$ cat src/bbfc_ovp_timer.sv
// Package for the backlight boost frequency and fault control block,
// plus the overvoltage duration timer that the main module instantiates.
// Assumes one 100 MHz clock and comparator levels synchronous to it.

package bbfc_pkg;
  // ----------------------------------------
  // Register offsets
  // ----------------------------------------
  localparam logic [7:0] ADDR_ENABLE    = 8'h10;
  localparam logic [7:0] ADDR_BRT_CTRL  = 8'h11;
  localparam logic [7:0] ADDR_BOOST     = 8'h13;
  localparam logic [7:0] ADDR_AF_HIGH   = 8'h15;
  localparam logic [7:0] ADDR_AF_LOW    = 8'h16;
  localparam logic [7:0] ADDR_SHED_THR  = 8'h17;
  localparam logic [7:0] ADDR_BRT_LSB   = 8'h18;
  localparam logic [7:0] ADDR_BRT_MSB   = 8'h19;
  localparam logic [7:0] ADDR_FAULT_CTL = 8'h1E;
  localparam logic [7:0] ADDR_FAULT     = 8'h1F;

  // ----------------------------------------
  // Field positions
  // ----------------------------------------
  localparam int EN_DEV_BIT     = 0;
  localparam int EN_STR1_BIT    = 1;
  localparam int EN_STR2_BIT    = 2;
  localparam int SHED_POL_BIT   = 0;
  localparam int BOOST_SHIFT    = 6;
  localparam int BOOST_FREQ     = 5;
  localparam int BOOST_MININD   = 4;
  localparam int BOOST_OVP_LO   = 2;
  localparam int OVP_SD_BIT     = 0;
  localparam int FLT_OVP_BIT    = 0;
  localparam int FLT_OPEN_BIT   = 4;

  // ----------------------------------------
  // Reset values and fixed constants
  // ----------------------------------------
  localparam logic [7:0]  RST_ENABLE  = 8'h07;
  localparam logic [7:0]  RST_ZERO    = 8'h00;
  localparam logic [2:0]  RST_LSB3    = 3'h0;
  localparam logic [2:0]  SHED_LSB    = 3'h0;
  localparam logic [1:0]  OPEN_HITS   = 2'h3;

  // ----------------------------------------
  // Timing
  // ----------------------------------------
  localparam int CLK_MHZ      = 100;
  localparam int OVP_TIME_US  = 1000;
  localparam int OVP_CYCLES   = OVP_TIME_US * CLK_MHZ;

  typedef enum logic [1:0] {
    BBFC_F250K = 2'b00,
    BBFC_F500K = 2'b01,
    BBFC_F1M   = 2'b10
  } bbfc_freq_t;

  // Boost control outputs travel together
  typedef struct packed {
    bbfc_freq_t freq;
    logic       shift;
    logic       duty_half;
    logic       min_ind;
    logic [1:0] ovp_level;
    logic       run;
  } bbfc_boost_t;
endpackage

`timescale 1ns/10ps

module bbfc_ovp_timer #(
  parameter int LIMIT = bbfc_pkg::OVP_CYCLES
) (
  input  wire logic ref_clk, // 100 MHz clock
  input  wire logic rst_n,   // Synchronous reset, active low
  input  wire logic active,  // Condition being timed
  output logic      expired  // One-cycle pulse in the LIMIT-th consecutive active cycle
);
  localparam int W = $clog2(LIMIT + 1);

  initial
  begin
    if (LIMIT < 1)
      $error("LIMIT must be at least 1");
  end

  logic [W-1:0] cnt_r;
  logic [W-1:0] cnt_nxt;
  wire          at_limit = (cnt_r == W'(LIMIT));

  // Saturates so only one pulse per continuous excursion
  assign cnt_nxt = !active ? '0 : (at_limit ? cnt_r : cnt_r + W'(1));
  assign expired = active && (cnt_r == W'(LIMIT - 1));

  always_ff @(posedge ref_clk)
  begin
    if (!rst_n)
      cnt_r <= '0;
    else
      cnt_r <= cnt_nxt;
  end
endmodule

$ cat src/bbfc_ctrl.sv
// Backlight boost control: automatic switching frequency, load-shed
// brightness override and overvoltage / open-string fault handling.
// Assumes a register port with read data one cycle after the strobe,
// and comparator inputs already synchronous to ref_clk.
//
// The placing of the registers and the plain strobed port are this design's own decisions.

`timescale 1ns/10ps

module bbfc_ctrl #(
  parameter int OVP_LIMIT = bbfc_pkg::OVP_CYCLES
) (
  input  wire logic                 ref_clk,          // 100 MHz clock
  input  wire logic                 rst_n,            // Synchronous reset, active low
  input  wire logic [7:0]           reg_addr,         // Register address
  input  wire logic [7:0]           reg_wdata,        // Register write data
  input  wire logic                 reg_wr,           // Write strobe
  input  wire logic                 reg_rd,           // Read strobe
  output logic [7:0]                reg_rdata,        // Read data, cycle after strobe
  input  wire logic                 load_shed_input,  // Load-shed pin
  input  wire logic                 ovp_over,         // Output above limit
  input  wire logic                 ovp_below_hyst,   // Output 1 V below limit
  input  wire logic                 string_one_sink_low, // Sink one at or below 40 mV
  input  wire logic                 string_two_sink_low, // Sink two at or below 40 mV
  output logic [10:0]               mapper_code,      // Brightness code to mapper
  output logic [1:0]                string_en,        // Enabled strings
  output logic                      device_on,        // Device running
  output bbfc_pkg::bbfc_boost_t     boost             // Boost control bundle
);
  // ----------------------------------------
  // Elaboration checks
  // ----------------------------------------
  initial
  begin
    if (OVP_LIMIT < 1)
      $error("OVP_LIMIT must be at least 1");
    if (OVP_LIMIT > 2 ** 30)
      $error("OVP_LIMIT too large for the duration timer");
  end

  // ----------------------------------------
  // Register state
  // ----------------------------------------
  logic [7:0] enable_r;
  logic [7:0] brt_ctrl_r;
  logic [7:0] boost_r;
  logic [7:0] af_high_r;
  logic [7:0] af_low_r;
  logic [7:0] shed_thr_r;
  logic [2:0] brt_lsb_stage_r;
  logic [2:0] brt_lsb_r;
  logic [7:0] brt_msb_r;
  logic [7:0] fault_ctl_r;
  logic       flag_ovp_r;
  logic       flag_open_r;
  logic       lockout_r;
  logic       boost_hold_r;
  logic       ovp_over_d_r;
  logic [1:0] open_hits_r;
  logic [7:0] rdata_r;
  logic [10:0] code_r;

  // ----------------------------------------
  // Decode
  // ----------------------------------------
  // One compare shared by every strobe decode
  function automatic logic addr_hit(input logic       strobe,
                                    input logic [7:0] addr,
                                    input logic [7:0] target);
    return strobe && (addr == target);
  endfunction

  wire wr_enable   = addr_hit(reg_wr, reg_addr, bbfc_pkg::ADDR_ENABLE);
  wire wr_brt_ctrl = addr_hit(reg_wr, reg_addr, bbfc_pkg::ADDR_BRT_CTRL);
  wire wr_boost    = addr_hit(reg_wr, reg_addr, bbfc_pkg::ADDR_BOOST);
  wire wr_af_high  = addr_hit(reg_wr, reg_addr, bbfc_pkg::ADDR_AF_HIGH);
  wire wr_af_low   = addr_hit(reg_wr, reg_addr, bbfc_pkg::ADDR_AF_LOW);
  wire wr_shed     = addr_hit(reg_wr, reg_addr, bbfc_pkg::ADDR_SHED_THR);
  wire wr_lsb      = addr_hit(reg_wr, reg_addr, bbfc_pkg::ADDR_BRT_LSB);
  wire wr_msb      = addr_hit(reg_wr, reg_addr, bbfc_pkg::ADDR_BRT_MSB);
  wire wr_fctl     = addr_hit(reg_wr, reg_addr, bbfc_pkg::ADDR_FAULT_CTL);
  wire rd_fault    = addr_hit(reg_rd, reg_addr, bbfc_pkg::ADDR_FAULT);

  // ----------------------------------------
  // Automatic switching frequency
  // ----------------------------------------
  wire auto_mode  = (af_high_r != bbfc_pkg::RST_ZERO) ||
                    (af_low_r != bbfc_pkg::RST_ZERO);
  wire below_low  = (brt_msb_r < af_low_r);
  wire at_or_high = (brt_msb_r >= af_high_r);
  wire prog_1m    = boost_r[bbfc_pkg::BOOST_FREQ];

  bbfc_pkg::bbfc_freq_t auto_freq;
  bbfc_pkg::bbfc_freq_t freq_sel;

  // Low comparison first: equal to low falls through to the high-threshold compare
  assign auto_freq = below_low  ? bbfc_pkg::BBFC_F250K :
                     at_or_high ? bbfc_pkg::BBFC_F1M   :
                                  bbfc_pkg::BBFC_F500K;
  assign freq_sel  = auto_mode ? auto_freq :
                     (prog_1m ? bbfc_pkg::BBFC_F1M : bbfc_pkg::BBFC_F500K);

  // ----------------------------------------
  // Load-shed override
  // ----------------------------------------
  wire        shed_active = load_shed_input ^ brt_ctrl_r[bbfc_pkg::SHED_POL_BIT];
  wire [10:0] brt_code    = {brt_msb_r, brt_lsb_r};
  wire [10:0] shed_code   = {shed_thr_r, bbfc_pkg::SHED_LSB};
  wire        shed_lower  = shed_code < brt_code;
  // Combinational swap reaches the mapper within one cycle, far under 50 us
  wire [10:0] code_nxt    = (shed_active && shed_lower) ? shed_code : brt_code;

  // ----------------------------------------
  // Overvoltage detection
  // ----------------------------------------
  // Disabled strings are ignored so an unused sink cannot fake an open
  wire sink_low  = (enable_r[bbfc_pkg::EN_STR1_BIT] && string_one_sink_low) ||
                   (enable_r[bbfc_pkg::EN_STR2_BIT] && string_two_sink_low);
  wire ovp_rise  = ovp_over && !ovp_over_d_r;
  wire ovp_long;
  wire open_hit  = ovp_rise && sink_low;
  wire third_hit = open_hit && (open_hits_r == bbfc_pkg::OPEN_HITS - 2'h1);
  wire set_ovp   = ovp_long || third_hit;
  wire set_open  = (ovp_long && sink_low) || third_hit;
  wire flag_ovp_nxt  = set_ovp || (flag_ovp_r && !rd_fault);
  wire flag_open_nxt = set_open || (flag_open_r && !rd_fault);
  wire trip      = set_ovp && fault_ctl_r[bbfc_pkg::OVP_SD_BIT];
  // Trip and a pending lockout both outrank a host write of the enable bit
  wire en_block   = trip || (lockout_r && !rd_fault);
  wire en_host    = wr_enable ? reg_wdata[bbfc_pkg::EN_DEV_BIT] :
                                enable_r[bbfc_pkg::EN_DEV_BIT];
  wire dev_en_nxt = en_block ? 1'b0 : en_host;

  // Timer restarts on every dip so only a continuous excursion counts
  bbfc_ovp_timer #(
    .LIMIT (OVP_LIMIT)
  ) u_ovp_timer (
    .ref_clk (ref_clk),
    .rst_n   (rst_n),
    .active  (ovp_over),
    .expired (ovp_long)
  );

  // ----------------------------------------
  // Read mux
  // ----------------------------------------
  // Unmapped offsets read as zero
  logic [7:0] rd_mux;
  always_comb
  begin
    rd_mux = bbfc_pkg::RST_ZERO;
    unique case (reg_addr)
      bbfc_pkg::ADDR_ENABLE:    rd_mux = enable_r;
      bbfc_pkg::ADDR_BRT_CTRL:  rd_mux = brt_ctrl_r;
      bbfc_pkg::ADDR_BOOST:     rd_mux = boost_r;
      bbfc_pkg::ADDR_AF_HIGH:   rd_mux = af_high_r;
      bbfc_pkg::ADDR_AF_LOW:    rd_mux = af_low_r;
      bbfc_pkg::ADDR_SHED_THR:  rd_mux = shed_thr_r;
      bbfc_pkg::ADDR_BRT_LSB:   rd_mux = {5'h0_0, brt_lsb_stage_r};
      bbfc_pkg::ADDR_BRT_MSB:   rd_mux = brt_msb_r;
      bbfc_pkg::ADDR_FAULT_CTL: rd_mux = fault_ctl_r;
      bbfc_pkg::ADDR_FAULT:
      begin
        rd_mux[bbfc_pkg::FLT_OVP_BIT]  = flag_ovp_r;
        rd_mux[bbfc_pkg::FLT_OPEN_BIT] = flag_open_r;
      end
      default:                  rd_mux = bbfc_pkg::RST_ZERO;
    endcase
  end

  // ----------------------------------------
  // Configuration registers
  // ----------------------------------------
  always_ff @(posedge ref_clk)
  begin
    if (!rst_n)
    begin
      brt_ctrl_r  <= bbfc_pkg::RST_ZERO;
      boost_r     <= bbfc_pkg::RST_ZERO;
      af_high_r   <= bbfc_pkg::RST_ZERO;
      af_low_r    <= bbfc_pkg::RST_ZERO;
      shed_thr_r  <= bbfc_pkg::RST_ZERO;
      fault_ctl_r <= bbfc_pkg::RST_ZERO;
    end
    else
    begin
      if (wr_brt_ctrl)
        brt_ctrl_r <= reg_wdata;
      if (wr_boost)
        boost_r <= reg_wdata;
      if (wr_af_high)
        af_high_r <= reg_wdata;
      if (wr_af_low)
        af_low_r <= reg_wdata;
      if (wr_shed)
        shed_thr_r <= reg_wdata;
      if (wr_fctl)
        fault_ctl_r <= reg_wdata;
    end
  end

  // ----------------------------------------
  // Enable and brightness
  // ----------------------------------------
  // Low bits are staged; the code moves only when the upper byte lands
  always_ff @(posedge ref_clk)
  begin
    if (!rst_n)
    begin
      enable_r        <= bbfc_pkg::RST_ENABLE;
      brt_lsb_stage_r <= bbfc_pkg::RST_LSB3;
      brt_lsb_r       <= bbfc_pkg::RST_LSB3;
      brt_msb_r       <= bbfc_pkg::RST_ZERO;
    end
    else
    begin
      if (wr_enable)
        enable_r[bbfc_pkg::EN_STR2_BIT:bbfc_pkg::EN_STR1_BIT] <=
          reg_wdata[bbfc_pkg::EN_STR2_BIT:bbfc_pkg::EN_STR1_BIT];
      enable_r[bbfc_pkg::EN_DEV_BIT] <= dev_en_nxt;
      if (wr_lsb)
        brt_lsb_stage_r <= reg_wdata[2:0];
      if (wr_msb)
      begin
        brt_msb_r <= reg_wdata;
        brt_lsb_r <= brt_lsb_stage_r;
      end
    end
  end

  // ----------------------------------------
  // Mapper code
  // ----------------------------------------
  // Deasserting load-shed falls back to the live brightness code
  always_ff @(posedge ref_clk)
  begin
    if (!rst_n)
      code_r <= '0;
    else
      code_r <= code_nxt;
  end

  // ----------------------------------------
  // Overvoltage hysteresis
  // ----------------------------------------
  always_ff @(posedge ref_clk)
  begin
    if (!rst_n)
    begin
      boost_hold_r <= 1'b0;
      ovp_over_d_r <= 1'b0;
    end
    else
    begin
      ovp_over_d_r <= ovp_over;
      if (ovp_over)
        boost_hold_r <= 1'b1;
      else if (ovp_below_hyst)
        boost_hold_r <= 1'b0;
    end
  end

  // ----------------------------------------
  // Fault flags and lockout
  // ----------------------------------------
  // Set wins over the read-clear so a coincident event is kept
  always_ff @(posedge ref_clk)
  begin
    if (!rst_n)
    begin
      flag_ovp_r  <= 1'b0;
      flag_open_r <= 1'b0;
      lockout_r   <= 1'b0;
      open_hits_r <= 2'h0;
    end
    else
    begin
      flag_ovp_r  <= flag_ovp_nxt;
      flag_open_r <= flag_open_nxt;
      if (trip)
        lockout_r <= 1'b1;
      else if (rd_fault)
        lockout_r <= 1'b0;
      if (third_hit || (rd_fault && !open_hit))
        open_hits_r <= 2'h0;
      else if (open_hit)
        open_hits_r <= open_hits_r + 2'h1;
    end
  end

  // ----------------------------------------
  // Read data
  // ----------------------------------------
  // Zero outside the slot so a stale value is never taken as fresh
  always_ff @(posedge ref_clk)
  begin
    if (!rst_n)
      rdata_r <= bbfc_pkg::RST_ZERO;
    else if (reg_rd)
      rdata_r <= rd_mux;
    else
      rdata_r <= bbfc_pkg::RST_ZERO;
  end

  // ----------------------------------------
  // Outputs
  // ----------------------------------------
  assign reg_rdata   = rdata_r;
  assign mapper_code = code_r;
  assign device_on   = enable_r[bbfc_pkg::EN_DEV_BIT] && !lockout_r;
  assign string_en   = enable_r[bbfc_pkg::EN_STR2_BIT:bbfc_pkg::EN_STR1_BIT];

  // Flag alone does not stop the boost unless shutdown is armed
  assign boost.freq      = freq_sel;
  assign boost.shift     = boost_r[bbfc_pkg::BOOST_SHIFT];
  assign boost.duty_half = (freq_sel == bbfc_pkg::BBFC_F250K);
  assign boost.min_ind   = boost_r[bbfc_pkg::BOOST_MININD];
  assign boost.ovp_level = boost_r[bbfc_pkg::BOOST_OVP_LO +: 2];
  assign boost.run       = device_on && !boost_hold_r;
endmodule

$ cat config.mk
export PLATFORM = sky130hd
export DESIGN_NAME = bbfc_ctrl
export DESIGN_NICKNAME = d
export VERILOG_FILES = /design/src/bbfc_ovp_timer.sv /design/src/bbfc_ctrl.sv
export SDC_FILE = /design/constraint.sdc
export NUM_CORES = 1
export LEC_CHECK = 0
export ABC_AREA = 1
export ABC_CLOCK_PERIOD_IN_PS = 2050
export BUFFER_PORTS_ARGS = -buffer_cell sky130_fd_sc_hd__buf_4
export CAP_MARGIN = 25
export CELL_PAD_IN_SITES_DETAIL_PLACEMENT = 0
export CELL_PAD_IN_SITES_GLOBAL_PLACEMENT = 1
export CORE_MARGIN = 3
export CORE_UTILIZATION = 44
export CTS_BUF_LIST = sky130_fd_sc_hd__clkbuf_4
export DETAILED_ROUTE_END_ITERATION = 8
export PLACE_DENSITY = 0.78
export SYNTH_ARGS = -nofsm -noshare
export SYNTH_HDL_FRONTEND = slang
export SYNTH_HIERARCHICAL = 1
export SYNTH_SLANG_ARGS = --single-unit
$ cat constraint.sdc
create_clock -name ref_clk -period 2.05 [get_ports ref_clk]
set_input_delay 0.1025 -clock ref_clk [delete_from_list [all_inputs] [get_ports ref_clk]]
set_output_delay 0.1025 -clock ref_clk [all_outputs]
set_load 0.005 [all_outputs]
Word level (Yosys, flattened, before mapping)
Index checks and enable logic that the tools add are counted. W data, S select, Z words.

Bitwise logic cells: 2. Muxes and demuxes: 15. Magnitude comparators: 3. $add $sub $neg: 2. Equality and inequality tests: 13. Reduce and logical (&&, ||, !) cells: 48.

Operators with widths (count): $eq A8 B5 Y1 const B (10); $eq A17 B17 Y1 const B (2); $pmux W3 S9 (1); $logic_and A1 B1 Y1 (25); $pmux W3 S7 (1); $add A17 B1 Y17 const B (1); $reduce_bool A8 Y1 (2); $lt A11 B11 Y1 (1); $mux W11 (1); $pmux W1 S10 (1); $ge A8 B8 Y1 (1); $logic_or A1 B1 Y1 (8); $lt A8 B8 Y1 (1); $mux W2 (4); $pmux W1 S8 (1); $mux W1 (6); $reduce_bool A2 Y1 (3); $logic_not A1 Y1 (5); $reduce_and A2 Y1 (2); $reduce_or A2 Y1 (2); $add A2 B1 Y2 const B (1); $eq A2 B2 Y1 const B (1); $logic_not A2 Y1 (1); $not A1 Y1 (1); $xor A1 B1 Y1 (1).

Output and inout bits: 30. Input port bits: 25. Word-level logic and storage cells: 104. Bits in registers: 108.

Depth between registers and ports, before layout
Gate-level depths: netlist (run 1).

Depth after elaboration: 8. Mapped depth: 11. Gate-level depth less buffers: 11.

Modules after synthesis
Netlist (run 1), hierarchy kept.

Modules (own cells, without submodules): bbfc_ctrl (area an instance 4734.5 um^2, cells each 660, instances 1, seq. area each 1821.7 um^2); bbfc_ovp_timer (area an instance 973.4 um^2, cells each 151, instances 1, seq. area each 340.3 um^2).

Worst setup path after synthesis (run 1)
Ideal clock, no wire load.

Kind: register to register. From: register brt_msb_r[7]. To: register code_r[6] (netlist: mapper_code[6]). Path buffers: 0. Arrival: 1.657 ns. Period minus slack after synthesis: 1.769 ns. Required time: 1.938 ns. Cell stages (with the launch flop): 8. Setup slack: 0.281 ns. Library setup time: 0.112 ns. Cell sequence: dfxtp_1 -> inv_1 -> ha_1 -> a21o_1 -> nor3_1 -> nand3_1 -> nand2_1 -> nor2_1.

Cells in the longest elaborated chain, start to end: 3.

Ends and longest elaborated chain: start: declaration (line bbfc_ctrl.sv:52) `logic [7:0] brt_msb_r;`; start signal: assignment (line bbfc_ctrl.sv:213) `brt_msb_r <= bbfc_pkg::RST_ZERO;`; start signal: assignment (line bbfc_ctrl.sv:225) `brt_msb_r <= reg_wdata;`; $lt A11 B11 Y1 (line bbfc_ctrl.sv:109) `wire shed_lower = shed_code < brt_code;`; $logic_and A1 B1 Y1 (line bbfc_ctrl.sv:111) `wire [10:0] code_nxt = (shed_active && shed_lower) ? shed_code : brt_code;`; $mux W11 (line bbfc_ctrl.sv:111); end signal: assignment (line bbfc_ctrl.sv:240) `code_r <= code_nxt;`; end: declaration (line bbfc_ctrl.sv:61) `logic [10:0] code_r;`.

Every way passes these cells. A chain may end at the register's enable or synchronous reset.

==> qor.yml, run 1 <==
status:
  status: "completed"
critical_path:
  cpLargestDelayFamily: "simple AND/OR/NAND/NOR gates"
  critPathCaptureType: "output pin"
  crit_type: "flop to output pin"
  required_ns: 1.95
  r2r_cells: 10
  path_cells: "buf_4 > ha_1 > nand2_2 > nor2_4 > nand4_1 > nand3_2 > nand3_2 > nand2_2 > buf_6"
  path_buf_inv: 2
  cp-start-kind: "flop"
  path_max_fanout: 4
  critPathMaxStageDelay_ns: 0.35
  crit_cells: 9
  cp.arrival_ns: 1.91
  crit_slowest_cell: "dfxtp_2"
  r2r_slack_ns: 0.20
detailed_routing:
  drtIter0Drc: 389
  drtAntennaViolNets: 0
  wirelength_mm: 17.18
  drtPass1Iterations: 5
  viasPerCell: 5.282
  num_vias: 5609
  wl_per_cell_um: 16.17
  drc: 0
clock_network:
  clock-sinks: 108
  clkSlewWorstSetupHoldPaths_ns: 0.15
  h-tree-depth: 3
  cts_buffers: 9
  clkLatencyLatePin_ns: 0.48
  clockBufferDepth: 2
  cts-root-buf: "clkbuf_4"
  cts_tree: "done"
timing:
  hold_violations: 0
  relSlewSlack_pct: 56.06
  rsz0062_at_grt: "true"
  worst_slack_ns: 0.03756
  max_freq_ghz: 0.4969
  finClkSkew_ns: 0.01988
  min_period_ns: 2.012
  setup_violations: 0
  drv_slew: 0
  period_share_pct: 98.17
  max_slew.worst_pin.slew_ns: 0.6569
logic_synthesis:
  synth_area_um2: 5708
  yosys.area.top_type: "dfxtp_1"
  synth_top_flop_cell: "dfxtp_1"
  ys_seq_elements: 108
  seq_area_frac_synth_pct: 37.88
  async_reset_ff_share_pct: 0
  syn_area_per_cell_um2: 7.038
  synth_edf_count: 0
  synth_cell_types: 37
  synth-warning-count: 6
  synth_nets: 862
  synth_common_cells: "nand2_1 (133), dfxtp_1 (108), inv_1 (102), nor2_1 (92), a21oi_1 (86)"
  yosysMostFrequentCell: "nand2_1"
  postSynthCellCount: 811
  synthTopCellsByArea: "dfxtp_1 (38%), nand2_1 (8.7%), a21oi_1 (7.5%)"
  synth_top_area_share_pct: 37.88
final_layout:
  final_nets: 939
  multi_input_area_um2: 3078
  fin_area_um2: 6746
  regArea_um2: 2180
  regMostFlops: "u_ovp_timer/cnt_r"
  largest_reg_flops: 17
  drive_above_1_share_pct: 18.03
  nFillCells: 1262
  syn2layout_area_growth_pct: 18.19
  final_cells: 1062
global_routing:
  grt_pass1_vias: 5311
  grt_use_total_pct: 23.81
  overflow: 0
  grt_pass1_wl_mm: 26.90
  grt_max_degree: 68
  grt_antenna_before_repair: 1
die:
  initial_core_util_pct: 46.17
  core_area_um2: 12360
  die_y_um: 119.9
  num_rows: 40
  die_area_um2: 14370
  chipWidth_um: 119.9
  ios: 55
placement:
  port_buffers: 54
  place_congestion: 0.9261
  dpl_cell_area_um2: 6279
  hpwl_mm: 12.76
  dp_cells: 1021
  post-place-ws_ns: 0.09068
power:
  power.leakage_nw: 2.986
  peakVddDrop_uv: 394.0
  pwr_density_cell_nw_per_um2: 502.7
hold_path:
  hp-class: "input pin to flop"
  min_path_cells: 5
run:
  maxCapViolCount: 0
[worst paths after layout]
| kind | start | end |
|---|---|---|
| setup reg to reg | brt_msb_r[2] | mapper_code[10] |
| hold / removal | string_one_sink_low | open_hits_r[0] |
| hold reg to reg | fault_ctl_r[5] | fault_ctl_r[5] |
| setup / recovery | brt_msb_r[6] | boost[7] |
[kinds of logic (layout without fill, tap and decap cells)]
kind of cell | Yosys count | after routing | synth area share [%]
AND/OR/NAND/NOR | 359 | 359 | 29.40
buffers and inverters | 137 | 219 | 10.26
AO/OA/AOI/OAI | 179 | 179 | 16.46
other | 0 | 1 | 0
XOR/XNOR | 2 | 2 | 0.3069
adder cells (fa/ha/maj) | 26 | 26 | 5.699
flip-flops | 108 | 108 | 37.88
[what timing repair did]
item,CTS,global route
hold buffers,16,0
setup buffers,5,4
endpoints found under the hold margin,60,0
pin swaps,14,10
setup endpoints to repair,3,11
cloned,0,0
gates resized for setup,25,16
[stage by stage]
stage,util [%],setup TNS [ns],power [mW],hold WS (ns)
3_3_place_gp,50.79,0,2.432,0.3431
3_5_place_dp,50.79,0,2.436,0.3509
2_1_floorplan,-,0,2.318,0.2141
4_1_cts,53.77,0,3.418,0.02306
5_1_grt,54.57,-0.2899,3.537,0.07399
6_report,54.57,0,3.391,0.06560
[power by group]
| part | switching [mW] | internal [mW] |
|---|---|---|
| Sequential | 0.00788 | 2.11 |
| Combinational | 0.188 | 0.113 |
| Clock | 0.693 | 0.279 |
[routing by layer]
layer | share of wire (%) | vias up | wire length [um] | track usage, %
li1 | - | 2818 | - | -
met1 | 42 | 2607 | 7210 | 28.32
met2 | 51 | 152 | 8721 | 42.41
met3 | 4.3 | 32 | 732 | 4.760
met4 | 3.0 | 0 | 512 | 8.661
met5 | 0 | - | 0 | 0
[worst register-to-register path: stages (launching register included)]
cell,delay (ns)
dfxtp_1,0.46
inv_1,0.10
ha_1,0.28
nand2_1,0.06
nor3_1,0.25
nand2_1,0.08
nand2_1,0.06
nand2_1,0.19
nand3b_1,0.15
nand2_1,0.05
nor2_1,0.12
[layout by cell type (no fill, tap or decap), types with 8 or more instances in the layout]
cell / count
ha_1: 20
nand2_2: 9
inv_1: 96
buf_4: 80
nand3b_1: 9
nand3_1: 75
dfxtp_1: 98
dlygate4sd3_1: 16
nand4_1: 17
o21ai_0: 68
nand2_1: 130
o21ai_1: 9
nor2_1: 90
inv_2: 10
dfxtp_2: 8
a21oi_1: 83
clkbuf_4: 12
[cell type report]
class	instances	area share, %
Multi-Input combinational cell	566	45.62
Sequential cell	108	32.31
Timing Repair Buffer	97	11.44
Inverter	106	5.898
Tap cell	168	3.116
Clock buffer	12	1.335
Clock inverter	4	0.2411
Antenna cell	1	0.03709
(Power assumes the default switching activity.)
==> inputs of run 2 (changes only) <==
Settings changed: SETUP_SLACK_MARGIN set to 0.05.
==> run 2 against run 1 <==
  * Die area unchanged
  * First-iteration DRC count up 3.6%
  * Largest cell class unchanged
  * Critical path type unchanged
  * Register-to-register slack better by 0.02 ns
==> qor.yml, run 2 (synthesis results as in run 1) <==
status:
  status: "completed"
timing:
  max_freq_ghz: 0.4957  # -0.24%
  worst_slack_ns: 0.03279  # -0.004775 ns
  rsz0062_at_grt: "true"
  max_slew.worst_pin.slew_ns: 0.6928  # +0.03585 ns
  period_share_pct: 98.40  # +0.23 points
  finClkSkew_ns: 0.01697  # -0.002912 ns
  hold_violations: 0  # unchanged
  setup_violations: 0  # unchanged
  min_period_ns: 2.017  # +0.004775 ns
  relSlewSlack_pct: 53.65  # -2.4 points
  drv_slew: 0  # unchanged
  tns_ns: 0  # unchanged
  holdWs_ns: 0.05593  # -0.009669 ns
placement:
  dp_cells: 1021  # unchanged
  hpwl_mm: 12.76  # unchanged
  place_congestion: 0.9261  # unchanged
  post-place-ws_ns: 0.09068  # unchanged
  dpl_cell_area_um2: 6279  # unchanged
  port_buffers: 54  # unchanged
clock_network:
  h-tree-depth: 3  # unchanged
  clockBufferDepth: 2  # unchanged
  clkSlewWorstSetupHoldPaths_ns: 0.16  # about the same
  cts_buffers: 9  # unchanged
  clkLatencyLatePin_ns: 0.48  # about the same
  clock-sinks: 108  # unchanged
  cts_tree: "done"
  cts-root-buf: "clkbuf_4"
power:
  finalPower_mw: 3.398  # +0.19%
  power.leakage_nw: 3.001  # +0.51%
  pwr_density_cell_nw_per_um2: 500.9  # -0.36%
  peakVddDrop_uv: 393.7  # about the same
final_layout:
  regMostFlops: "u_ovp_timer/cnt_r"
  drive_above_1_share_pct: 18.55  # +0.52 points
  largest_reg_flops: 17  # unchanged
  utilization_pct: 54.88  # +0.30 points
  final_nets: 941  # +0.21%
  mostFrequentLayoutCell: "nand2_1"
  mostFrequentLayoutCells: "nand2_1 (130), dfxtp_1 (97), inv_1 (96)"
  fin_area_um2: 6784  # +0.56%
  final_cells: 1064  # +0.19%
  syn2layout_area_growth_pct: 18.85
die:
  num_rows: 40  # unchanged
  core_area_um2: 12360  # unchanged
  die_area_um2: 14370  # unchanged
  ios: 55  # unchanged
  initial_core_util_pct: 46.17  # unchanged
  die_y_um: 119.9  # unchanged
  chipWidth_um: 119.9  # unchanged
detailed_routing:
  drtAntennaViolNets: 0  # unchanged
  drtPass1Iterations: 6  # +1
  wl_per_cell_um: 16.23  # +0.33%
  num_vias: 5629  # +0.36%
  viasPerCell: 5.290  # +0.17%
  drc: 0  # unchanged
  wirelength_mm: 17.27  # +0.52%
  drtIter0Drc: 403  # +3.6%
run:
  maxCapViolCount: 0  # unchanged
critical_path:
  critPathCaptureType: "output pin"
  required_ns: 1.95  # about the same
  path_max_fanout: 4  # unchanged
  cp.arrival_ns: 1.91  # about the same
  crit_type: "flop to output pin"
  cp-start-kind: "flop"
global_routing:
  grt_use_total_pct: 23.98  # +0.17 points
  grt_pass1_wl_mm: 27.11  # +0.80%
  grt_antenna_before_repair: 1  # unchanged
  grt_max_degree: 68  # unchanged
  overflow: 0  # unchanged
  grt_pass1_vias: 5351  # +0.75%
hold_path:
  hp-class: "input pin to flop"
[run 2: cell types whose count changed in the layout (fill, tap and decap cells not counted)]
cell	change
ha_4	+1
dfxtp_1	-1
buf_6	+1
buf_4	+1
dfxtp_4	+1
ha_1	-1
nor2_1	-1
nor2_2	+1
[run 2: cell type report]
class	instances	area, um^2
fill	1267	5578
multi-input combinational	566	3093
sequential	108	2183
timing repair buffer	99	790.8
inverter	106	397.9
tap	168	210.2
clock buffer	12	90.09
clock inverter	4	16.27
antenna	1	2.502
[run 2: final timing paths]
| check | cells past startpoint | start | to | slack [ns] |
|---|---|---|---|---|
| max | 8 | af_low_r[1] | boost[6] | 0.03 |
| min | 5 | string_one_sink_low | open_hits_r[0] | 0.06 |
| max reg2reg | 10 | u_ovp_timer/cnt_r[1] | enable_r[0] | 0.22 |
| min reg2reg | 2 | fault_ctl_r[5] | fault_ctl_r[5] | 0.46 |
[run 2: worst max-delay path, stage by stage, from the launching register on]
cell and delay (ns):
dfxtp_2 0.35, inv_2 0.07, buf_4 0.11, nand4_1 0.13, nor2_1 0.13, nand2_1 0.14, or2_2 0.31, nand2_1 0.09
buf_6 0.09
[run 2: what timing repair did]
item | in CTS | in global routing
resized for setup | 37 | 9
buffers inserted | 5 | 6
hold buffers | 16 | 0
endpoints found under the setup margin | 4 | 13
pin swaps | 14 | 10
hold endpoints to repair | 60 | 0
[run 2: where the power goes]
part           internal [mW]  leakage, nW  switching [mW]
sequential              2.11        0.878         0.00797
clock                  0.279       0.0638           0.697
combinational          0.115         2.06           0.190
total                   2.50         3.00           0.895
[run 2: metal layers]
metal | vias up | share of wire, % | global-route usage [%]
met4 | 0 | 2.9 | 8.447
met2 | 153 | 51 | 42.94
met3 | 37 | 3.8 | 4.807
li1 | 2825 | - | -
met1 | 2614 | 43 | 28.44
met5 | - | 0 | 0
==> inputs of run 3 (changes only) <==
Settings changed: BUFFER_PORTS_ARGS -buffer_cell sky130_fd_sc_hd__buf_4 to not set, CORE_UTILIZATION 44 to 48, DONT_BUFFER_PORTS set to 1, PLACE_DENSITY 0.78 to 0.79.
==> run 3 against run 2 <==
  * Count of clock-buffer cells in the layout is 3 lower
  * Clock power increased by 21%
  * Sequential power about the same
  * Setup slack improved by 0.079 ns
  * Critical path type unchanged
  * Via count is 4.6% lower
  * Critical path depth is 1 higher
  * Maximum frequency up 4.1%
  * Largest power group unchanged
  * Largest cell class unchanged
==> qor.yml, run 3 (synthesis results as in run 1) <==
critical_path:
  cp-start-kind: "flop"
  crit_type: "flop to output pin"
  path_max_fanout: 3  # -1
  path_cells: "inv_1 > ha_4 > nand2_1 > o21bai_1 > nand2_1 > nand2_1 > nand2_2 > nand3_2 > nand2_2"
  crit_start: "af_low_r[3]"
  cp.arrival_ns: 1.84  # -0.07 ns
  worstReg2RegStart: "brt_msb_r[3]"
  r2r_slack_ns: 0.20  # -0.02 ns
  path_common_cell: "nand2_1"
  required_ns: 1.95  # about the same
  cp-endpoint: "boost[7]"
  r2r-end: "mapper_code[10]"
  critPathMaxStageDelay_ns: 0.37  # +0.02 ns
  r2r_cells: 10  # unchanged
  critPathCaptureType: "output pin"
  crit_slowest_cell: "dfxtp_2"
global_routing:
  grt_max_degree: 75  # +10%
  overflow: 0  # unchanged
  grt_antenna_before_repair: 0  # -1
  grt_pass1_wl_mm: 25.97  # -4.2%
  grt_use_total_pct: 25.21  # +1.2 points
  grt_pass1_vias: 5070  # -5.3%
timing:
  max_slew.worst_pin.slew_ns: 0.6500  # -0.04280 ns
  finClkSkew_ns: 0.01689  # -0.00007990 ns
  hold_violations: 0  # unchanged
  relSlewSlack_pct: 56.51  # +2.9 points
  max_freq_ghz: 0.5160  # +4.1%
  rsz0062_at_grt: "true"
  min_period_ns: 1.938  # -0.07939 ns
  drv_slew: 0  # unchanged
  setup_violations: 0  # unchanged
  worst_slack_ns: 0.1122  # +0.07939 ns
  period_share_pct: 94.53  # -3.9 points
power:
  combPwrFrac_pct: 7.4  # -1.6 points
  finalPower_mw: 3.561  # +4.8%
  peakVddDrop_uv: 357.9  # -9.1%
  p_int_mw: 2.679  # +7.0%
  swShare_pct: 24.76  # -1.6 points
  p_clk_share_pct: 33.1  # +4.4 points
  pwr_density_cell_nw_per_um2: 552.4  # +10%
  seqPwrFrac_pct: 59.5  # -2.8 points
  switchingPower_mw: 0.8817  # -1.5%
  power.leakage_nw: 2.740  # -8.7%
detailed_routing:
  drtPass1Iterations: 6  # unchanged
  drtAntennaViolNets: 0  # unchanged
  drtIter0Drc: 370  # -8.2%
  wirelength_mm: 16.52  # -4.3%
  wl_per_cell_um: 16.84  # +3.8%
  num_vias: 5371  # -4.6%
  drc: 0  # unchanged
  viasPerCell: 5.475  # +3.5%
clock_network:
  cts-root-buf: "clkbuf_4"
  cts_tree: "done"
  cts_buffers: 9  # unchanged
  h-tree-depth: 3  # unchanged
  clockBufferDepth: 2  # unchanged
  clkSlewWorstSetupHoldPaths_ns: 0.16  # about the same
  clkLatencyLatePin_ns: 0.48  # about the same
  clock-sinks: 108  # unchanged
run:
  maxCapViolCount: 0  # unchanged
placement:
  dpl_cell_area_um2: 5827  # -7.2%
  hpwl_mm: 12.07  # -5.4%
  post-place-ws_ns: 0.1066  # +0.01594 ns
  port_buffers: 0  # -100%
  place_congestion: 0.8952  # -3.3%
die:
  die_area_um2: 13240  # -7.9%
  die_y_um: 115.1  # -4.0%
  ios: 55  # unchanged
  initial_core_util_pct: 49.57  # +3.4 points
  num_rows: 39  # -2.5%
  core_area_um2: 11520  # -6.8%
  chipWidth_um: 115.1  # -4.0%
final_layout:
  drive_above_1_share_pct: 14.68  # -3.9 points
  final_nets: 885  # -6.0%
  fin_area_um2: 6446  # -5.0%
  mostFrequentLayoutCell: "nand2_1"
  antennaDiodeCount: 0  # -1
  regMostFlops: "u_ovp_timer/cnt_r"
  largest_reg_flops: 17  # unchanged
  utilization_pct: 55.98  # +1.1 points
  syn2layout_area_growth_pct: 12.93
  mostFrequentLayoutCells: "nand2_1 (128), inv_1 (95), dfxtp_1 (90)"
hold_path:
  hp-class: "input pin to flop"
  holdCritStartpoint: "reg_wr"
status:
  status: "completed"
-- run 3: cell types whose count changed in the layout (fill, tap and decap cells not counted), sizes merged --
cell	change
buf	-60
bufinv	+2
clkbuf	-3
diode	-1
dlygate4sd3	+4
-- run 3: cell type report --
class	count	area, um^2
Sequential cell	108	2187
Clock inverter	6	80.08
Inverter	106	402.9
Timing Repair Buffer	43	392.9
Tap cell	143	178.9
Multi-Input combinational cell	566	3137
Fill cell	1153	5070
Clock buffer	9	67.56
-- run 3: what timing repair did --
action,in CTS,in global routing
hold endpoints to repair,93,0
pin swaps,10,20
hold buffers,22,0
setup endpoints to repair,3,17
resized for setup,17,45
setup buffers,0,7
-- run 3: metal layers --
layer / global-route usage [%] / up-vias / wire length, um
li1: - / 2712 / -
met5: 0 / - / 0
met3: 5.632 / 42 / 931
met1: 31.59 / 2467 / 7095
met2: 41.28 / 150 / 7855
met4: 11.66 / 0 / 635
-- run 3: power groups by stage --
stage	registers (mW)	logic [mW]	clock network [mW]
finish	2.12	0.263	1.18
global route	2.12	0.293	1.30
CTS	2.12	0.256	1.22
detailed placement	2.17	0.182	0
global placement	2.17	0.179	0
floorplan	2.16	0.154	0
-- run 3: metrics by stage --
stage	hold WS [ns]	setup TNS [ns]	instances
floorplan	0.2141	0	811
global placement	0.2193	0	940
detailed placement	0.2232	0	940
CTS	0.01068	0	976
global route	0.03900	-0.007415	981
finish	0.03224	0	981
-- run 3: worst min-delay path by stage --
stage	end	slack (ns)	depth (start not counted)
final	brt_msb_r[4]	0.03	3
after global routing	brt_msb_r[2]	0.04	3
after global placement	ovp_over_d_r	0.22	2
after floorplan	ovp_over_d_r	0.21	2
after CTS	brt_msb_r[2]	0.01	3
after detailed placement	ovp_over_d_r	0.22	2
-- run 3: critical path, delay by kind of cell (launching register included) --
family	cells	cell delay (ns)
buf+inv	1	0.10
fa+ha+maj	1	0.29
simple gates	6	0.46
flops	1	0.37
compound gates	1	0.14
